<file path="config.mk">
export PLATFORM = sky130hd
export DESIGN_NAME = status_flag_and_control_regs
export DESIGN_NICKNAME = d
export VERILOG_FILES = /design/src/shared/clkgen_csr_pkg.sv /design/src/design/status_flag_and_control_regs.sv
export SDC_FILE = /design/constraint.sdc
export NUM_CORES = 1
export LEC_CHECK = 0
export BUFFER_PORTS_ARGS = -buffer_cell sky130_fd_sc_hd__buf_2
export CAP_MARGIN = 20
export CORE_MARGIN = 2
export CORE_UTILIZATION = 46
export CTS_CLUSTER_SIZE = 25
export DETAILED_ROUTE_END_ITERATION = 10
export PLACE_DENSITY_LB_ADDON = 0.05
export SLEW_MARGIN = 5
export SYNTH_ARGS = -nofsm -noshare
export SYNTH_HDL_FRONTEND = slang
export SYNTH_SLANG_ARGS = --single-unit
</file>
<file path="constraint.sdc">
create_clock -name clk -period 2 [get_ports clk]
set_input_delay 0.6 -clock clk [delete_from_list [all_inputs] [get_ports clk]]
set_output_delay 0.6 -clock clk [all_outputs]
set_load 0.03 [all_outputs]
</file>
<file path="src/shared/clkgen_csr_pkg.sv">
// package: register map, field layout and carrier types of the clock generator status and control bank
package clkgen_csr_pkg;

    // ============================================================
    // register offsets
    typedef logic [15:0] reg_addr_t;

    localparam reg_addr_t ADDR_LIVE_ALARM    = 16'h000c;
    localparam reg_addr_t ADDR_LIVE_INLOSS   = 16'h000d;
    localparam reg_addr_t ADDR_ALARM_STICKY  = 16'h0011;
    localparam reg_addr_t ADDR_INLOSS_STICKY = 16'h0012;
    localparam reg_addr_t ADDR_ALARM_MASK    = 16'h0017;
    localparam reg_addr_t ADDR_INLOSS_MASK   = 16'h0018;
    localparam reg_addr_t ADDR_SOFT_RESET    = 16'h001c;
    localparam reg_addr_t ADDR_FREQ_STEP     = 16'h001d;
    localparam reg_addr_t ADDR_POWER_CTRL    = 16'h001e;
    localparam reg_addr_t ADDR_REF_SELECT    = 16'h0021;
    localparam reg_addr_t ADDR_WIRE_MODE     = 16'h002b;

    // ============================================================
    // field positions
    localparam int BIT_CALIBRATING  = 0;
    localparam int BIT_CRYSTAL_LOSS = 1;
    localparam int BIT_REF_LOSS     = 2;
    localparam int BIT_LOCK_LOSS    = 3;
    localparam int BIT_BUS_TIMEOUT  = 5;
    localparam int BIT_SOFT_RESET   = 0;
    localparam int BIT_STEP_UP      = 0;
    localparam int BIT_STEP_DOWN    = 1;
    localparam int BIT_LOW_POWER    = 0;
    localparam int BIT_HARD_RESET   = 1;
    localparam int BIT_ALIGN        = 2;
    localparam int BIT_SEL_SOURCE   = 0;
    localparam int SEL_FIELD_LSB    = 1;
    localparam int BIT_SHARED_LINE  = 3;

    localparam logic [7:0] ALARM_VALID  = 8'h2f;
    localparam logic [7:0] INLOSS_VALID = 8'h0f;

    // ============================================================
    // values after reset
    localparam logic [7:0] RST_STICKY      = 8'h00;
    localparam logic [7:0] RST_ALARM_MASK  = 8'h00;
    localparam logic [7:0] RST_INLOSS_MASK = 8'h00;
    localparam logic [7:0] RST_REF_SELECT  = 8'h00;
    localparam logic [7:0] RST_WIRE_MODE   = 8'h00;
    localparam logic [1:0] RST_PIN_SELECT  = 2'h0;

    // ============================================================
    // carriers
    typedef struct packed {
        logic bus_timeout;
        logic lock_loss_status;
        logic reference_signal_loss;
        logic crystal_signal_loss;
        logic calibrating_status;
    } alarm_live_t;

    typedef struct packed {
        logic       en;
        reg_addr_t  addr;
        logic [7:0] data;
    } reg_wr_t;

    typedef struct packed {
        logic       soft_reset_pulse;
        logic       freq_step_up;
        logic       freq_step_down;
        logic       align_pulse;
        logic       low_power_request;
        logic       hard_reset;
        logic       shared_data_line_mode;
        logic [1:0] reference_select;
    } core_ctrl_t;

endpackage

</file>
<file path="src/design/status_flag_and_control_regs.sv">
// module: sticky alarm flags, interrupt masks and control register bank of the clock generator
//
// Contract
// - sticky alarm bit sets on its live source, clears only when software writes 0
// - sticky alarm positions: calibrating 0, crystal 1, reference 2, lock 3, timeout 5
// - four per-input sticky loss flags, each set by live loss, cleared by writing 0
// - alarm mask bit at same position; mask 1 keeps that flag off the interrupt
// - four input loss mask bits; mask 1 keeps that input flag off the interrupt
// - writing 1 to soft reset resets core without reload; bit self-clears, 0 ignored
// - soft reset also realigns the output clocks
// - writing 1 to step-up bit issues one frequency increment; 0 does nothing
// - writing 1 to step-down bit 1 issues one frequency decrement; 0 does nothing
// - low power request holds while its bit is 1
// - hard reset bit resets core as at power up, serial access stays alive
// - writing 1 to self-clearing align bit puts all output dividers in one state
// - select source bit: 0 uses selection pins, 1 uses register field
// - register field picks input zero, one, two, or 3 for crystal input
// - wire mode bit: 0 four-wire, 1 three-wire with shared data line
// - live alarm register reports calibrating, crystal, reference, lock, timeout bits
// - live input loss register follows current condition, not latched
module status_flag_and_control_regs
    import clkgen_csr_pkg::*;
(
    input  wire logic        clk,
    input  wire logic        arst_n,
    input  wire logic        ce,
    input  wire reg_wr_t     wr,
    input  wire logic        rd_en,
    input  wire reg_addr_t   rd_addr,
    input  wire alarm_live_t alarm_live,
    input  wire logic [3:0]  input_loss_live,
    input  wire logic [1:0]  ref_select_pins,
    output      logic [7:0]  rd_data_q,
    output      logic        rd_valid_q,
    output      logic        irq_q,
    output      core_ctrl_t  ctrl_q
);

    // ============================================================
    // live status mapping
    logic [7:0] alarm_live_vec;
    logic [7:0] inloss_live_vec;

    always_comb begin
        alarm_live_vec                   = 8'h00;
        alarm_live_vec[BIT_CALIBRATING]  = alarm_live.calibrating_status;
        alarm_live_vec[BIT_CRYSTAL_LOSS] = alarm_live.crystal_signal_loss;
        alarm_live_vec[BIT_REF_LOSS]     = alarm_live.reference_signal_loss;
        alarm_live_vec[BIT_LOCK_LOSS]    = alarm_live.lock_loss_status;
        alarm_live_vec[BIT_BUS_TIMEOUT]  = alarm_live.bus_timeout;
        inloss_live_vec                  = {4'h0, input_loss_live};
    end

    // ============================================================
    // write decode
    logic wr_alarm_sticky;
    logic wr_inloss_sticky;
    logic wr_alarm_mask;
    logic wr_inloss_mask;
    logic wr_soft_reset;
    logic wr_freq_step;
    logic wr_power;
    logic wr_ref_select;
    logic wr_wire_mode;

    always_comb begin
        wr_alarm_sticky  = wr.en && (wr.addr == ADDR_ALARM_STICKY);
        wr_inloss_sticky = wr.en && (wr.addr == ADDR_INLOSS_STICKY);
        wr_alarm_mask    = wr.en && (wr.addr == ADDR_ALARM_MASK);
        wr_inloss_mask   = wr.en && (wr.addr == ADDR_INLOSS_MASK);
        wr_soft_reset    = wr.en && (wr.addr == ADDR_SOFT_RESET);
        wr_freq_step     = wr.en && (wr.addr == ADDR_FREQ_STEP);
        wr_power         = wr.en && (wr.addr == ADDR_POWER_CTRL);
        wr_ref_select    = wr.en && (wr.addr == ADDR_REF_SELECT);
        wr_wire_mode     = wr.en && (wr.addr == ADDR_WIRE_MODE);
    end

    // ============================================================
    // sticky flags
    logic [7:0] alarm_sticky_q;
    logic [7:0] alarm_sticky_d;
    logic [7:0] inloss_sticky_q;
    logic [7:0] inloss_sticky_d;

    // set beats clear: a live source in the clearing cycle keeps its flag
    for (genvar i = 0; i < 8; i++) begin : g_sticky
        assign alarm_sticky_d[i] = ALARM_VALID[i] & (alarm_live_vec[i]
                                   | (alarm_sticky_q[i] & ~(wr_alarm_sticky & ~wr.data[i])));
        assign inloss_sticky_d[i] = INLOSS_VALID[i] & (inloss_live_vec[i]
                                    | (inloss_sticky_q[i] & ~(wr_inloss_sticky & ~wr.data[i])));
    end

    always_ff @(posedge clk or negedge arst_n) begin
        if (!arst_n) begin
            alarm_sticky_q  <= RST_STICKY;
            inloss_sticky_q <= RST_STICKY;
        end else if (ce) begin
            alarm_sticky_q  <= alarm_sticky_d;
            inloss_sticky_q <= inloss_sticky_d;
        end
    end

    // ============================================================
    // masks and plain configuration
    logic [7:0] alarm_mask_q;
    logic [7:0] alarm_mask_d;
    logic [7:0] inloss_mask_q;
    logic [7:0] inloss_mask_d;
    logic [7:0] ref_select_q;
    logic [7:0] ref_select_d;
    logic [7:0] wire_mode_q;
    logic [7:0] wire_mode_d;
    logic       low_power_q;
    logic       low_power_d;
    logic       hard_reset_q;
    logic       hard_reset_d;

    always_comb begin
        alarm_mask_d  = alarm_mask_q;
        inloss_mask_d = inloss_mask_q;
        ref_select_d  = ref_select_q;
        wire_mode_d   = wire_mode_q;
        low_power_d   = low_power_q;
        hard_reset_d  = hard_reset_q;
        if (wr_alarm_mask) begin
            alarm_mask_d = wr.data & ALARM_VALID;
        end
        if (wr_inloss_mask) begin
            inloss_mask_d = wr.data & INLOSS_VALID;
        end
        if (wr_ref_select) begin
            ref_select_d = wr.data & 8'h07;
        end
        if (wr_wire_mode) begin
            wire_mode_d = wr.data & 8'h08;
        end
        // hard reset stays until software writes it back to 0
        if (wr_power) begin
            low_power_d  = wr.data[BIT_LOW_POWER];
            hard_reset_d = wr.data[BIT_HARD_RESET];
        end
    end

    always_ff @(posedge clk or negedge arst_n) begin
        if (!arst_n) begin
            alarm_mask_q  <= RST_ALARM_MASK;
            inloss_mask_q <= RST_INLOSS_MASK;
            ref_select_q  <= RST_REF_SELECT;
            wire_mode_q   <= RST_WIRE_MODE;
            low_power_q   <= 1'b0;
            hard_reset_q  <= 1'b0;
        end else if (ce) begin
            alarm_mask_q  <= alarm_mask_d;
            inloss_mask_q <= inloss_mask_d;
            ref_select_q  <= ref_select_d;
            wire_mode_q   <= wire_mode_d;
            low_power_q   <= low_power_d;
            hard_reset_q  <= hard_reset_d;
        end
    end

    // ============================================================
    // selection pin synchroniser
    logic [1:0] pin_s1_q;
    logic [1:0] pin_s2_q;
    logic [1:0] pin_s3_q;
    logic [1:0] pin_sel_q;
    logic [1:0] pin_sel_d;

    // a new pin value counts only once stages two and three agree
    always_comb begin
        pin_sel_d = (pin_s2_q == pin_s3_q) ? pin_s3_q : pin_sel_q;
    end

    always_ff @(posedge clk or negedge arst_n) begin
        if (!arst_n) begin
            pin_s1_q  <= RST_PIN_SELECT;
            pin_s2_q  <= RST_PIN_SELECT;
            pin_s3_q  <= RST_PIN_SELECT;
            pin_sel_q <= RST_PIN_SELECT;
        end else if (ce) begin
            pin_s1_q  <= ref_select_pins;
            pin_s2_q  <= pin_s1_q;
            pin_s3_q  <= pin_s2_q;
            pin_sel_q <= pin_sel_d;
        end
    end

    // ============================================================
    // control outputs and interrupt
    core_ctrl_t ctrl_d;
    logic       irq_d;

    always_comb begin
        ctrl_d                  = '0;
        ctrl_d.soft_reset_pulse = wr_soft_reset && wr.data[BIT_SOFT_RESET];
        ctrl_d.freq_step_up     = wr_freq_step && wr.data[BIT_STEP_UP];
        ctrl_d.freq_step_down   = wr_freq_step && wr.data[BIT_STEP_DOWN];
        // soft reset realigns the outputs too, so skew is restored
        ctrl_d.align_pulse      = (wr_power && wr.data[BIT_ALIGN]) || ctrl_d.soft_reset_pulse;
        ctrl_d.low_power_request = low_power_d;
        ctrl_d.hard_reset        = hard_reset_d;
        ctrl_d.shared_data_line_mode = wire_mode_d[BIT_SHARED_LINE];
        ctrl_d.reference_select = ref_select_d[BIT_SEL_SOURCE]
                                  ? ref_select_d[SEL_FIELD_LSB +: 2] : pin_sel_d;
        irq_d = |(alarm_sticky_q & ~alarm_mask_q) || |(inloss_sticky_q & ~inloss_mask_q);
    end

    always_ff @(posedge clk or negedge arst_n) begin
        if (!arst_n) begin
            ctrl_q <= '0;
            irq_q  <= 1'b0;
        end else if (ce) begin
            ctrl_q <= ctrl_d;
            irq_q  <= irq_d;
        end
    end

    // ============================================================
    // read port; self-clearing bits read back as zero
    logic [7:0] rd_data_d;

    always_comb begin
        case (rd_addr)
            ADDR_LIVE_ALARM:    rd_data_d = alarm_live_vec;
            ADDR_LIVE_INLOSS:   rd_data_d = inloss_live_vec;
            ADDR_ALARM_STICKY:  rd_data_d = alarm_sticky_q;
            ADDR_INLOSS_STICKY: rd_data_d = inloss_sticky_q;
            ADDR_ALARM_MASK:    rd_data_d = alarm_mask_q;
            ADDR_INLOSS_MASK:   rd_data_d = inloss_mask_q;
            ADDR_POWER_CTRL:    rd_data_d = {6'h00, hard_reset_q, low_power_q};
            ADDR_REF_SELECT:    rd_data_d = ref_select_q;
            ADDR_WIRE_MODE:     rd_data_d = wire_mode_q;
            default:            rd_data_d = 8'h00;
        endcase
    end

    always_ff @(posedge clk or negedge arst_n) begin
        if (!arst_n) begin
            rd_data_q  <= 8'h00;
            rd_valid_q <= 1'b0;
        end else if (ce) begin
            rd_data_q  <= rd_en ? rd_data_d : 8'h00;
            rd_valid_q <= rd_en;
        end
    end
endmodule // status_flag_and_control_regs

</file>
==> metrics <==
Setup crit start kind primary input; Arr. time, crit path 2.09 ns; gpl congestion 0.855; net load switching power 0.602 mW; drt initial violations 129; total area of sequential cells 1130 um^2; Detail Route Antenna Nets 0; mean number of vias per cell 5.62; Net Sw Frac 28.3%; pwr/cell area 617 nW/um^2; RSZ-0062 raised after global routing false; critical path peak fanout 5; Avg WL per Cell 16.2 um; xor and xnor area share after synthesis 1.64%; most numerous cell in the Yosys netlist dfrtp_1; Commonest cells post-synth dfrtp_1, nand2_1, mux2_2; synth unique cells 61; R2R cell count 5; largest net degree at the start of global routing 46; Post-DP HPWL 5530 um; Hold WC Path Type in2async; GRT Total Usage 23.1%; Slew Limit Fails 0; Req. time, crit path 2.19 ns; Fillers 501; DRC Markers 0; # IOs 75; Logic pwr share 20.2%; Final period util 94.8%; initial core utilization 48.1%; clk buf depth 2; design area 3440 um^2; Sink Count 45; largest family of logic cells by synthesized area simple AND/OR/NAND/NOR gates; largest area contributor in the netlist dfrtp_1; nets 418; core box area 5540 um^2; H-Tree Level Count 2; Overflow after GRT 0; IO buf count 68; worst path buffer plus inverter count 1; Post-Syn Area 2660 um^2; sequential share of the synthesized area 42.3%; Setup Skew 0.0128 ns; # rows 27; Avg Cell Area, Syn 10.2 um^2; Synth Register Bits 45; max_cap viols 0; clock power share 32.7%; Rel. slew slack 64.5%; DP Worst Slack -0.219 ns; simple-gate share of the synthesized area 22.5%; Syn. warnings 0; Hold Vio Cnt, Final 0; worst path cell trace buf_2 -> nor4_4 -> and4_1 -> nand2_2 -> nor3_4 -> mux2_2; count of final setup violators 0; Syn Inst Count 262; Layout area overhead 29.3%; Fmax 0.527 GHz; register share of total power 47.1%; CTS tree built; PnR worst setup slack 0.103 ns; diode count 0; critical path class in2reg; Setup crit end kind register; adder-cell share of the synthesized area 0%; ys async rst share 100%; Die Footprint 6420 um^2; multi-input logic area 1400 um^2; top cell type's share of synthesized area 42.3%; routed via count 2443; ranking of synthesized cells by area dfrtp_1, mux2_2, nand2_1; compound-gate portion of the synthesized area 18.4%; number of global-route vias before repair 2378; Register-to-Register Setup Slack 0.33 ns; placed inst area 3330 um^2; status finished, final reports clean; worst slew pin tran 0.518 ns; CP delay by family, top simple AND/OR/NAND/NOR gates; clock latency on the worst-skew pair 0.30 ns; Largest stage delay, worst path 0.37 ns; Lkg Pwr 1.62 nW; Worst path depth 6; top_reg_cell synth dfrtp_1; Root Driver clkbuf_8; Clk pin slew, worst setup/hold paths 0.09 ns; Pwr Total 2.13 mW; Die Height 80.1 um; Internal Pwr Total 1.52 mW; post-layout util 62.2%; first-pass GRT wire length 11400 um; Slowest-stage cell, CP mux2_2; Pre-antenna DRT Iters 4; Die W 80.1 um; wirelength, routed 7030 um; mux contribution to synthesized area 9.53%; fraction of layout cells with a size suffix above 1 39.7%; Post-synth EDFFs 0; TritonCTS buffer count 5; final setup TNS 0 ns; min cycle time layout 1.90 ns; Worst IR Drop VDD 0.475 mV; initial antenna violation count 0
## kinds of logic (layout without fill, tap and decap cells)
kind of cell | count (synthesis) | count (layout)
DFF | 45 | 45
xor gates and xnor gates | 5 | 5
and+or+nand+nor | 89 | 89
other | 1 | 3
AOI/OAI and AO/OA | 67 | 67
muxes | 23 | 23
buffers and inverters | 32 | 131
## layout make-up
| type | instances | share of cell area (%) |
|---|---|---|
| flip-flops and latches | 45 | 32.7 |
| clock buffers | 6 | 2.11 |
| clock inverters | 2 | 1.13 |
| inverters | 16 | 1.74 |
| multi-input cells | 187 | 40.6 |
| repair buffers | 107 | 19.1 |
| well taps | 72 | 2.62 |
## per-stage QoR
step	hold WS (ns)	instances
floorplan	0.304	264
global placement	0.465	427
detailed placement	0.466	427
CTS	0.267	435
global route	0.280	435
finish	0.263	435
## per-layer routing
metal	part of all wire (%)	vias to the layer above	track usage, %
met5	0	-	0
met4	2.4	0	7.63
met3	3.9	12	3.60
met2	49	64	39.8
met1	45	1180	29.5
li1	-	1187	-
## cell usage in the layout (no fill, tap or decap), types with 2 or more instances in the layout
cell | synthesis | layout
a21oi_1 | 6 | 6
nor4b_2 | 3 | 3
xnor2_1 | 2 | 2
o32ai_1 | 2 | 2
o21ai_0 | 12 | 12
a31oi_1 | 5 | 5
and3_1 | 2 | 2
inv_1 | 16 | 16
a21o_1 | 2 | 2
buf_2 | 6 | 68
and4_1 | 2 | 2
a22oi_1 | 3 | 3
mux2i_1 | 4 | 4
nand4_1 | 2 | 2
nor4_4 | 2 | 2
o31ai_1 | 2 | 2
nand3_1 | 9 | 9
and4b_1 | 2 | 2
buf_12 | 0 | 2
nor4b_1 | 5 | 5
dfrtp_1 | 45 | 45
a311oi_1 | 2 | 2
a211oi_1 | 3 | 3
a222oi_1 | 3 | 3
o22ai_1 | 4 | 4
mux2_2 | 19 | 19
nor4_2 | 3 | 3
xor2_1 | 3 | 3
a22o_1 | 6 | 6
nand2b_1 | 8 | 8
nor3b_1 | 4 | 4
conb_1 | 1 | 3
clkbuf_8 | 0 | 5
nor2_1 | 8 | 8
nand3b_1 | 3 | 3
buf_4 | 5 | 37
o2bb2ai_1 | 6 | 6
nand2_1 | 24 | 24
## sequential cells by signal, indices dropped and copies added, names as in the netlist
register / cells
ref_select_q: 3
pin_sel_q: 2
inloss_sticky_q: 4
irq_q: 1
pin_s1_q: 2
ctrl_q: 9
inloss_mask_q: 4
rd_valid_q: 1
pin_s2_q: 2
rd_data_q: 5
alarm_mask_q: 5
pin_s3_q: 2
alarm_sticky_q: 5
## path summary, 6_finish.rpt
path | from | to
min in group clk | ctrl_q[6] | ctrl_q[6]
worst max-delay path | wr[21] | alarm_mask_q[2]
worst min-delay path | arst_n | ctrl_q[6]
worst min register to register | ctrl_q[6] | ctrl_q[6]
worst max register to register | pin_s2_q[1] | ctrl_q[0]
max in group asynchronous | arst_n | alarm_mask_q[2]
## power groups by stage
stage / clock network (mW) / logic, mW / registers, mW
after detailed placement: 0 / 0.428 / 1.02
after CTS: 0.714 / 0.430 / 1.00
after global placement: 0 / 0.419 / 1.02
after floorplan: 0 / 0.213 / 1.04
final: 0.696 / 0.428 / 1.00
after global routing: 0.742 / 0.478 / 1.01
## what timing repair did
item                                    in CTS  in global routing
setup buffers                                0                  0
endpoints found under the setup margin       0                  3
hold buffers                                 0                  0
resized for setup                            0                  0
hold endpoints to repair                     0                  0
Note: power is estimated with default switching activity, not from simulation.
